**src/adc_link_defines.svh**
```systemverilog
// Purpose: named constants shared by both ends of the converter link
// Assumes: 20 MHz system clock on both ends
// Notes:   counts are sized to the registers they meet
`ifndef ADC_LINK_DEFINES_SVH
`define ADC_LINK_DEFINES_SVH
`define SEL_BITS      4
`define RES_BITS      10
`define LEVEL_BITS    12
`define WORD_BITS     16
`define SEL_PAD       12'h000
`define RES_PAD       6'h00
`define ADDR_EDGES    5'h04
`define SHORT_EDGES   5'h0a
`define BURST_EDGES   5'h08
`define EXT_RISE      5'h0b
`define LONG_EDGES    5'h10
`define SEL_LAST_CHAN 4'h4
`define SEL_HALF      4'hb
`define SEL_ZERO      4'hc
`define SEL_FULL      4'hd
`define CODE_HALF     10'h200
`define CODE_ZERO     10'h000
`define CODE_FULL     10'h3ff
`define SAR_TOP       10'h200
`define OSC_LAST      4'h7
`define CLK_PERIOD_NS  50
`define SCLK_PERIOD_NS 400
`define SCLK_HALF_LAST 8'((`SCLK_PERIOD_NS / `CLK_PERIOD_NS) / 2 - 1)
`define PAUSE_LAST    8'h3f
`define FIFO_DEPTH    16
`endif

```
**src/adc_link_pkg.sv**
```systemverilog
// Purpose: state types of both link ends
// Assumes: constants come from adc_link_defines.svh
// Notes:   each link-end module keeps all its own state in one struct
`include "adc_link_defines.svh"
`default_nettype none
package adc_link_pkg;
  typedef enum logic [1:0] {ST_IDLE, ST_SHIFT, ST_TAIL} dev_phase_t;
  typedef enum logic [2:0] {H_IDLE, H_LEAD, H_HIGH, H_LOW, H_PAUSE, H_WAIT} host_phase_t;

  typedef struct packed {
    dev_phase_t                 state;
    logic [2:0]                 ck_s;
    logic [2:0]                 cs_s;
    logic [2:0]                 di_s;
    logic                       ck_lvl;
    logic                       cs_lvl;
    logic [`SEL_BITS-1:0]       addr;
    logic [`RES_BITS-1:0]       sr;
    logic [4:0]                 rise_cnt;
    logic [4:0]                 fall_cnt;
    logic                       conv_busy;
    logic [3:0]                 osc_cnt;
    logic [`RES_BITS-1:0]       mask;
    logic [`RES_BITS-1:0]       sar;
    logic [`RES_BITS-1:0]       target;
    logic [`RES_BITS-1:0]       result;
    logic                       eoc;
    logic                       done_p;
  } dev_state_t;

  typedef struct packed {
    host_phase_t                state;
    logic [7:0]                 timer;
    logic [4:0]                 edges;
    logic [4:0]                 total;
    logic                       split;
    logic [`WORD_BITS-1:0]      tx;
    logic [`WORD_BITS-1:0]      rx;
    logic                       sclk;
    logic                       cs_n;
    logic [2:0]                 eoc_s;
    logic [2:0]                 do_s;
    logic                       eoc_lvl;
    logic                       seen_low;
    logic                       push;
    logic [`WORD_BITS-1:0]      word;
  } host_state_t;
endpackage
`default_nettype wire

```
**src/adc_link_if.sv**
```systemverilog
// Purpose: pins between the converter port and its host
// Assumes: host makes the serial clock and chip select
// Notes:   a released data-out line reads inverted, so a badly timed sample shows
`default_nettype none
interface adc_link_if;
  logic sclk;       // serial clock from host
  logic cs_n;       // chip select, active low
  logic din;        // select bits to device
  logic dout_drv;   // device data-out value
  logic dout_oe_n;  // device drives data-out while low
  logic eoc;        // end of conversion, high when result ready
  wire  dout_line;  // data-out as the host sees it

  // no pull resistor here: a released line shows the inverse, so a sample taken
  // before the device drives can never pass by luck
  assign dout_line = dout_oe_n ? ~dout_drv : dout_drv;

  modport device_mp (input sclk, input cs_n, input din, output dout_drv, output dout_oe_n, output eoc);
  modport host_mp (output sclk, output cs_n, output din, input dout_line, input eoc);
endinterface
`default_nettype wire

```
**src/adc_serial_port.sv**
```systemverilog
// Purpose: device end: serial transfer and conversion sequencing
// Assumes: link pins are asynchronous and are sampled through three flops
// Notes:   analog inputs arrive as digital levels; the sar loop compares against them
`include "adc_link_defines.svh"
`default_nettype none
// Notes on behaviour
// - sixteen clocks as one burst or two
// - only top four input bits select
// - result in top ten bits, six zeros
// - codes 0..4 pick channels; B,C,D self-test; others forbidden
// - codes B,C,D convert half, zero, full
// - host gives 11th rise before conversion ends
// - shifted result is the previous conversion
// - received select drives the next conversion
// - end-of-conversion output marks a ready result
// - result saturates at both references
// - 10-clock, 11-16 framed, 16-clock held modes
// - select captured msb first, first four rises
// - data-out floats with cs high, shifts, then low
// - eoc falls at tenth fall, rises when done
// - after tenth edge oscillator runs the conversion
module adc_serial_port (
  input  wire logic                   clock_in,                // 20 MHz system clock
  input  wire logic                   nrst_in,                 // async reset, active low
  adc_link_if.device_mp               link,                    // pins toward the host
  input  wire logic [`LEVEL_BITS-1:0] analog_channel_zero_in,  // channel 0 level
  input  wire logic [`LEVEL_BITS-1:0] analog_channel_one_in,   // channel 1 level
  input  wire logic [`LEVEL_BITS-1:0] analog_channel_two_in,   // channel 2 level
  input  wire logic [`LEVEL_BITS-1:0] analog_channel_three_in, // channel 3 level
  input  wire logic [`LEVEL_BITS-1:0] analog_channel_four_in,  // channel 4 level
  input  wire logic [`LEVEL_BITS-1:0] lower_reference_in,      // level giving code zero
  input  wire logic [`LEVEL_BITS-1:0] upper_reference_in,      // level giving full scale
  output logic [`RES_BITS-1:0]        result_out,              // last finished result
  output logic                        result_valid_out,        // pulse when result updates
  output logic                        busy_out                 // conversion running
);
  adc_link_pkg::dev_state_t r;
  adc_link_pkg::dev_state_t n;
  logic                     ck_agree;
  logic                     cs_agree;
  logic                     sclk_rise;
  logic                     sclk_fall;
  logic                     cs_fall;
  logic                     start_xfer;
  logic [`RES_BITS-1:0]     sar_try;
  logic [`RES_BITS-1:0]     sel_target;

  // clamp a level into the code range between the references
  function automatic logic [`RES_BITS-1:0] clamp_level(input logic [`LEVEL_BITS-1:0] lvl,
                                                       input logic [`LEVEL_BITS-1:0] lo,
                                                       input logic [`LEVEL_BITS-1:0] hi);
    logic [`LEVEL_BITS-1:0] span;
    span = lvl - lo;
    if (lvl <= lo) begin
      clamp_level = `CODE_ZERO;
    end else if (lvl >= hi || span > `LEVEL_BITS'(`CODE_FULL)) begin
      clamp_level = `CODE_FULL;
    end else begin
      clamp_level = span[`RES_BITS-1:0];
    end
  endfunction

  // the self-test codes convert internal levels; forbidden codes read as zero
  always_comb begin
    unique case (r.addr)
      4'h0:      sel_target = clamp_level(analog_channel_zero_in, lower_reference_in, upper_reference_in);
      4'h1:      sel_target = clamp_level(analog_channel_one_in, lower_reference_in, upper_reference_in);
      4'h2:      sel_target = clamp_level(analog_channel_two_in, lower_reference_in, upper_reference_in);
      4'h3:      sel_target = clamp_level(analog_channel_three_in, lower_reference_in, upper_reference_in);
      `SEL_LAST_CHAN: sel_target = clamp_level(analog_channel_four_in, lower_reference_in,
                                               upper_reference_in);
      `SEL_HALF: sel_target = `CODE_HALF;
      `SEL_ZERO: sel_target = `CODE_ZERO;
      `SEL_FULL: sel_target = `CODE_FULL;
      default:   sel_target = `CODE_ZERO;
    endcase
  end

  // a pin change counts once the second and third flops agree
  // din skips that test: it is read only at a filtered rise, after
  // half a serial period of standing still
  assign ck_agree  = r.ck_s[1] == r.ck_s[2];
  assign cs_agree  = r.cs_s[1] == r.cs_s[2];
  assign sclk_rise = ck_agree && r.ck_s[2] && !r.ck_lvl;
  assign sclk_fall = ck_agree && !r.ck_s[2] && r.ck_lvl;
  assign cs_fall   = cs_agree && !r.cs_s[2] && r.cs_lvl;
  assign sar_try   = r.sar | r.mask;

  // next-state logic for the whole port
  always_comb begin
    n          = r;
    start_xfer = 1'b0;
    n.done_p   = 1'b0;
    n.ck_s     = {r.ck_s[1:0], link.sclk};
    n.cs_s     = {r.cs_s[1:0], link.cs_n};
    n.di_s     = {r.di_s[1:0], link.din};
    if (ck_agree) begin
      n.ck_lvl = r.ck_s[2];
    end
    if (cs_agree) begin
      n.cs_lvl = r.cs_s[2];
    end

    // successive approximation paced by the internal oscillator divider
    // eight system cycles per step, so a result lands 80 cycles after the tenth fall
    if (r.conv_busy) begin
      if (r.osc_cnt == `OSC_LAST) begin
        n.osc_cnt = '0;
        n.mask    = r.mask >> 1;
        if (sar_try <= r.target) begin
          n.sar = sar_try;
        end
        if (r.mask[0]) begin
          n.conv_busy = 1'b0;
          n.result    = (sar_try <= r.target) ? sar_try : r.sar;
          n.eoc       = 1'b1;
          n.done_p    = 1'b1;
        end
      end else begin
        n.osc_cnt = r.osc_cnt + 4'h1;
      end
    end

    unique case (r.state)
      adc_link_pkg::ST_IDLE: begin
        // only a filtered select fall opens a frame, so a short glitch does nothing
        if (cs_fall) begin
          start_xfer = 1'b1;
        end
      end
      adc_link_pkg::ST_SHIFT: begin
        if (r.cs_lvl) begin
          n.state = adc_link_pkg::ST_IDLE;                     // frame dropped early
        end else if (sclk_rise) begin
          n.rise_cnt = r.rise_cnt + 5'h01;
          if (r.rise_cnt < `ADDR_EDGES) begin
            n.addr = {r.addr[`SEL_BITS-2:0], r.di_s[2]};
          end
        end else if (sclk_fall) begin
          n.sr       = {r.sr[`RES_BITS-2:0], 1'b0};
          n.fall_cnt = r.fall_cnt + 5'h01;
          if (r.fall_cnt == `SHORT_EDGES - 5'h01) begin
            n.state     = adc_link_pkg::ST_TAIL;
            n.eoc       = 1'b0;
            n.conv_busy = 1'b1;
            n.osc_cnt   = '0;
            n.sar       = '0;
            n.mask      = `SAR_TOP;
            n.target    = sel_target;
          end
        end
      end
      adc_link_pkg::ST_TAIL: begin
        // a new select before the end aborts the running conversion
        if (cs_fall) begin
          start_xfer = 1'b1;
        end else if (r.cs_lvl) begin
          n.state = adc_link_pkg::ST_IDLE;                     // conversion keeps running
        end else begin
          // both counts stop at sixteen so a long held-low clock cannot wrap them
          if (sclk_rise && r.rise_cnt < `LONG_EDGES) begin
            n.rise_cnt = r.rise_cnt + 5'h01;
          end
          if (sclk_fall && r.fall_cnt < `LONG_EDGES) begin
            n.fall_cnt = r.fall_cnt + 5'h01;
          end
          // no 11th rise yet means a 10-clock stream; else wait for the 16th fall
          if (!r.conv_busy && (r.rise_cnt < `EXT_RISE || r.fall_cnt == `LONG_EDGES)) begin
            start_xfer = 1'b1;
          end
        end
      end
    endcase

    // a transfer always shifts out the result held before it began
    if (start_xfer) begin
      n.state     = adc_link_pkg::ST_SHIFT;
      n.sr        = n.result;
      n.rise_cnt  = '0;
      n.fall_cnt  = '0;
      n.conv_busy = 1'b0;
    end
  end

  // single state register; pins idle high for cs and low for the clock
  always_ff @(posedge clock_in or negedge nrst_in) begin
    if (!nrst_in) begin
      r           <= '0;
      r.state     <= adc_link_pkg::ST_IDLE;
      r.cs_s      <= 3'b111;
      r.di_s      <= 3'b000;
      r.cs_lvl    <= 1'b1;
      r.eoc       <= 1'b1;
      r.mask      <= `SAR_TOP;
    end else begin
      r <= n;
    end
  end

  // data-out floats while the select is seen high
  assign link.dout_drv  = r.sr[`RES_BITS-1];
  assign link.dout_oe_n = r.cs_lvl;
  assign link.eoc       = r.eoc;
  assign result_out       = r.result;
  assign result_valid_out = r.done_p;
  assign busy_out         = r.conv_busy;
endmodule
`default_nettype wire

```
**src/flat_wrapper.sv**
```systemverilog
// flat-port wrapper written by rule: the top's interface ports become plain ports
module adc_serial_port_flat 
  (clock_in, nrst_in, analog_channel_zero_in, analog_channel_one_in, analog_channel_two_in, analog_channel_three_in, analog_channel_four_in, lower_reference_in, upper_reference_in, result_out, result_valid_out, busy_out, link_sclk, link_cs_n, link_din, link_dout_drv, link_dout_oe_n, link_eoc);
  adc_link_if link_i ();
  input  wire logic clock_in;
  input  wire logic nrst_in;
  input  wire logic [`LEVEL_BITS-1:0] analog_channel_zero_in;
  input  wire logic [`LEVEL_BITS-1:0] analog_channel_one_in;
  input  wire logic [`LEVEL_BITS-1:0] analog_channel_two_in;
  input  wire logic [`LEVEL_BITS-1:0] analog_channel_three_in;
  input  wire logic [`LEVEL_BITS-1:0] analog_channel_four_in;
  input  wire logic [`LEVEL_BITS-1:0] lower_reference_in;
  input  wire logic [`LEVEL_BITS-1:0] upper_reference_in;
  output logic [`RES_BITS-1:0] result_out;
  output logic result_valid_out;
  output logic busy_out;
  input wire logic [$bits(link_i.sclk)-1:0] link_sclk;
  input wire logic [$bits(link_i.cs_n)-1:0] link_cs_n;
  input wire logic [$bits(link_i.din)-1:0] link_din;
  output wire logic [$bits(link_i.dout_drv)-1:0] link_dout_drv;
  output wire logic [$bits(link_i.dout_oe_n)-1:0] link_dout_oe_n;
  output wire logic [$bits(link_i.eoc)-1:0] link_eoc;
  assign link_i.sclk = link_sclk;
  assign link_i.cs_n = link_cs_n;
  assign link_i.din = link_din;
  assign link_dout_drv = link_i.dout_drv;
  assign link_dout_oe_n = link_i.dout_oe_n;
  assign link_eoc = link_i.eoc;
  adc_serial_port u_core (.clock_in(clock_in), .nrst_in(nrst_in), .link(link_i), .analog_channel_zero_in(analog_channel_zero_in), .analog_channel_one_in(analog_channel_one_in), .analog_channel_two_in(analog_channel_two_in), .analog_channel_three_in(analog_channel_three_in), .analog_channel_four_in(analog_channel_four_in), .lower_reference_in(lower_reference_in), .upper_reference_in(upper_reference_in), .result_out(result_out), .result_valid_out(result_valid_out), .busy_out(busy_out));
endmodule
```
**config.mk**
```make
export PLATFORM = sky130hd
export DESIGN_NAME = adc_serial_port_flat
export DESIGN_NICKNAME = d
export VERILOG_FILES = /design/src/adc_link_pkg.sv /design/src/adc_link_if.sv /design/src/adc_serial_port.sv /design/src/flat_wrapper.sv
export VERILOG_INCLUDE_DIRS = /design/src
export SDC_FILE = /design/constraint.sdc
export NUM_CORES = 1
export LEC_CHECK = 0
export BUFFER_PORTS_ARGS = -buffer_cell sky130_fd_sc_hd__buf_2
export CAP_MARGIN = 10
export CORE_MARGIN = 2
export CORE_UTILIZATION = 40
export CTS_BUF_LIST = sky130_fd_sc_hd__clkbuf_8
export DETAILED_ROUTE_END_ITERATION = 10
export GPL_TIMING_DRIVEN = 0
export SYNTH_ARGS = -nofsm -noshare
export SYNTH_HDL_FRONTEND = slang
export SYNTH_SLANG_ARGS = --single-unit
```
**constraint.sdc**
```tcl
create_clock -name clock_in -period 2.89 [get_ports clock_in]
set_input_delay 0.1445 -clock clock_in [delete_from_list [all_inputs] [get_ports clock_in]]
set_output_delay 0.1445 -clock clock_in [all_outputs]
set_load 0.02 [all_outputs]
```
==> metrics <==
result of the run=finished, violations left; failing checks=negative setup slack; post-synthesis to final-layout area growth=18.1%; reg2reg setup slack=180 ps; TritonCTS buffer count=9; switching part of the total=39.2%; area of the multi-input gates=0.00645 mm^2; type of element capturing the critical path=flop; worst-path fanout max=6; part of the total power dissipated in the clock network=24.7%; power dissipated by switching net loads=1.73 mW; area used by sequential logic in the layout=0.00211 mm^2; TritonCTS clock tree=done; dominant cell type by area after synthesis=sky130_fd_sc_hd__dfrtp_1; area of the die=0.0231 mm^2; crit share post-route=102%; width of the die=152 um; Post-Syn Instances=1,049; predominant post-synthesis flop cell=sky130_fd_sc_hd__dfrtp_1; GR Overflow Total=0; length in cells of the worst reg-to-reg path=11; Detailed Place HPWL=20.5 mm; global-route wire length before repair=41.4 mm; via/cell ratio=5.69; pin count of the biggest net entering global routing=63; Synth Net Count=1,284; startpoint of the most critical register-to-register path=u_core.r[39]; number of H-tree levels=3; utilization of the core after routing=47.8%; number of optimization iterations in the first detailed-route pass=5; Required @ worst endpoint=3120 ps; clock-pin transition on the worst setup and hold timing paths=90 ps; slack of the critical path=-45.4 ps; Clock Root Buffer=sky130_fd_sc_hd__clkbuf_8; drc violations=0; Mapped Avg Cell Area=8.34 um^2; cell area after synthesis=0.00875 mm^2; port bufs=103; post-layout min period=2940 ps; final design area excluding fillers=0.0103 mm^2; number of clock sinks=84; Diodes inserted=0; placed standard-cell area=0.00964 mm^2; EDFF count, synth=0; number of nets at the end of the flow=1,418; vias in the first global route=7,956; worst slew slack as a fraction of its limit=44.0%; violation count after the first detailed-routing iteration=550; kind of launch point of the worst setup path=input pin; count of pins on the block boundary=104; max capacitance violation total=0; GRT Total Usage=22.0%; count of different cell masters after synthesis=87; row count=54; data arrival time of the critical path=3160 ps; initial standard-cell utilization of the core=40.5%; area share of the largest cell type after synthesis=22.3%; pwr dens=427 mW/mm^2; ANT nets after route=0; insertion delay to the later sink of the worst-skew pair=360 ps; via total after detailed routing=8,355; leakage power=4.98 nW; Die Height=152 um; sequential fraction of the synthesis area=24.1%; actual slew at the worst max-slew pin=840 ps; Comb power frac=44.6%; final number of hold-violating endpoints=0; cell-internal power=2.68 mW; share of layout cells above drive strength 1=18.4%; cell types occupying the most area after synthesis=sky130_fd_sc_hd__dfrtp_1 22%, sky130_fd_sc_hd__ha_1 20%, sky130_fd_sc_hd__a21oi_1 5.9%, sky130_fd_sc_hd__nand2_1 3.9%, sky130_fd_sc_hd__nor2_1 3.6%; Worst Path Class, Setup=in -> reg; WL/cell=17.7 um; start point of the critical path=lower_reference_in[4]; final-report max-slew violation count=0; Power Total=4.41 mW; highest ir drop seen on vdd=0.000247 V; Max Root-Sink Buffers=2; final clock skew=8.21 ps; Setup violations, final=3; async set-reset flop share out of synthesis=100%; routability cong.=0.936; FMAX=341 MHz; end of the worst register-to-register path=u_core.r[65]; initial antenna violation count=0; Warnings, synthesis=0; end point of the critical path=u_core.r[19]; share of power burned in registers=30.8%; flops & latches, synth=84; area of the core=0.0216 mm^2; setup repair after global routing missed its margin=yes; worst hold path class=in -> async; drt total wl=26.0 mm; total of fill cells in the finished design=2,143
metrics by stage:
| stage | TNS, ps | hold slack [ps] | cells | setup WS (ps) |
|---|---|---|---|---|
| 6_report | -68.6 | 211 | 1468 | -45.4 |
| 5_1_grt | -378 | 246 | 1468 | -122 |
| 4_1_cts | -12.6 | 199 | 1457 | -9.14 |
| 3_5_place_dp | -5180 | 70.1 | 1433 | -765 |
| 3_3_place_gp | -4920 | 251 | 1432 | -769 |
| 2_1_floorplan | 0 | -151 | 1049 | 134 |
metal layers:
metal / GRT usage (%) / vias to the layer above / share of wire, % / routed length [um]
li1: - / 4187 / - / -
met3: 3.68 / 32 / 5.9 / 1530
met2: 34.0 / 242 / 43 / 11200
met1: 32.3 / 3894 / 49 / 12800
met5: 0 / - / 0 / 0
met4: 5.21 / 0 / 1.9 / 496
power by group through the flow:
stage	Clock [mW]	Combinational (mW)	Sequential, mW
floorplan	0	1.30	1.35
global placement	0	1.80	1.38
detailed placement	0	1.81	1.38
CTS	1.12	1.86	1.36
global route	1.16	2.19	1.37
finish	1.09	1.97	1.36
flip-flops by register name (all words and copies together) (netlist names):
signal,count
u_core.busy_out,1
u_core.link.dout_oe_n,1
u_core.link.dout_drv,1
u_core.result_out,10
u_core.r,63
u_core.n,6
u_core.result_valid_out,1
u_core.link.eoc,1
logic make-up (layout without fill, tap and decap cells):
group,count (synthesis),count (layout),share of synthesized area (%)
flops,84,84,24.1
simple gates,324,324,18.2
compound gates,343,343,26.4
fa+ha+maj,146,146,21.3
buf+inv,105,244,4.99
mux,9,9,1.10
xor+xnor,38,38,3.80
how the worst min path moves through the flow:
| stage | slack [ps] | from | depth (start not counted) | end |
|---|---|---|---|---|
| floorplan | -150 | nrst_in | 0 | u_core.busy_out |
| global placement | 250 | link_cs_n | 1 | u_core.n[77] |
| detailed placement | 70 | nrst_in | 1 | u_core.result_out[5] |
| CTS | 200 | nrst_in | 2 | u_core.result_out[5] |
| global route | 250 | nrst_in | 2 | u_core.result_out[7] |
| finish | 210 | nrst_in | 2 | u_core.result_out[7] |
cell usage after synthesis (4+ instances only):
master	instances
sky130_fd_sc_hd__ha_1	141
sky130_fd_sc_hd__a21oi_1	104
sky130_fd_sc_hd__nand2_1	90
sky130_fd_sc_hd__nor2_1	83
sky130_fd_sc_hd__dfrtp_1	78
sky130_fd_sc_hd__inv_1	66
sky130_fd_sc_hd__o21ai_0	51
sky130_fd_sc_hd__xor2_1	27
sky130_fd_sc_hd__nor3_1	23
sky130_fd_sc_hd__a21o_1	22
sky130_fd_sc_hd__clkbuf_1	21
sky130_fd_sc_hd__nand3_1	21
sky130_fd_sc_hd__a31oi_1	20
sky130_fd_sc_hd__nand4_1	20
sky130_fd_sc_hd__nor2b_1	18
sky130_fd_sc_hd__a211oi_1	17
sky130_fd_sc_hd__nand2b_1	11
sky130_fd_sc_hd__o211ai_1	11
sky130_fd_sc_hd__o31ai_1	11
sky130_fd_sc_hd__or2_2	11
sky130_fd_sc_hd__xnor2_1	11
sky130_fd_sc_hd__buf_4	10
sky130_fd_sc_hd__o21ai_1	10
sky130_fd_sc_hd__a221o_1	9
sky130_fd_sc_hd__a41oi_1	8
sky130_fd_sc_hd__o2111ai_1	8
sky130_fd_sc_hd__o21bai_1	8
sky130_fd_sc_hd__a211o_1	7
sky130_fd_sc_hd__and3_1	7
sky130_fd_sc_hd__dfstp_2	6
sky130_fd_sc_hd__o41ai_1	6
sky130_fd_sc_hd__and2_1	5
sky130_fd_sc_hd__fa_1	5
sky130_fd_sc_hd__nand3b_1	5
sky130_fd_sc_hd__nor3b_1	5
sky130_fd_sc_hd__o22ai_1	5
sky130_fd_sc_hd__a221oi_1	4
sky130_fd_sc_hd__buf_2	4
sky130_fd_sc_hd__mux2_2	4
sky130_fd_sc_hd__mux2i_1	4
sky130_fd_sc_hd__o21a_1	4
sky130_fd_sc_hd__or3_1	4
worst max-delay path, cell delays in order:
cell                         delay, ps
sky130_fd_sc_hd__buf_2             100
sky130_fd_sc_hd__clkinvlp_4        270
sky130_fd_sc_hd__ha_4              420
sky130_fd_sc_hd__a21o_1            210
sky130_fd_sc_hd__a31oi_4            60
sky130_fd_sc_hd__a211oi_1          260
sky130_fd_sc_hd__mux2_1            390
sky130_fd_sc_hd__a211oi_4          390
sky130_fd_sc_hd__buf_4             180
sky130_fd_sc_hd__a21oi_1            80
sky130_fd_sc_hd__o41ai_4           480
sky130_fd_sc_hd__o2111ai_1         160
layout make-up:
| class | instances | area share [%] |
|---|---|---|
| plain buffers | 37 | 1.79 |
| multi-input cells | 860 | 62.5 |
| flip-flops and latches | 84 | 20.4 |
| well taps | 280 | 3.39 |
| repair buffers | 123 | 6.76 |
| clock buffers | 9 | 1.20 |
| clock inverters | 7 | 1.36 |
| inverters | 68 | 2.62 |
layout by cell type, fill, tap and decap left out, drive strengths merged, types with 23 or more instances in the layout:
master,synthesis,final
ha,141,141
buf,16,136
a21oi,105,105
nand2,90,90
nor2,84,84
dfrtp,78,78
inv,68,65
o21ai,61,61
clkbuf,21,29
xor2,27,27
nor3,23,23
what timing repair did:
item / 4_1_cts / 5_1_grt
pin swaps: 6 / 8
hold buffers: 4 / 0
endpoints found under the setup margin: 6 / 22
endpoints found under the hold margin: 25 / 0
buffers inserted: 4 / 11
resized for setup: 14 / 36
(Power assumes the default switching activity.)
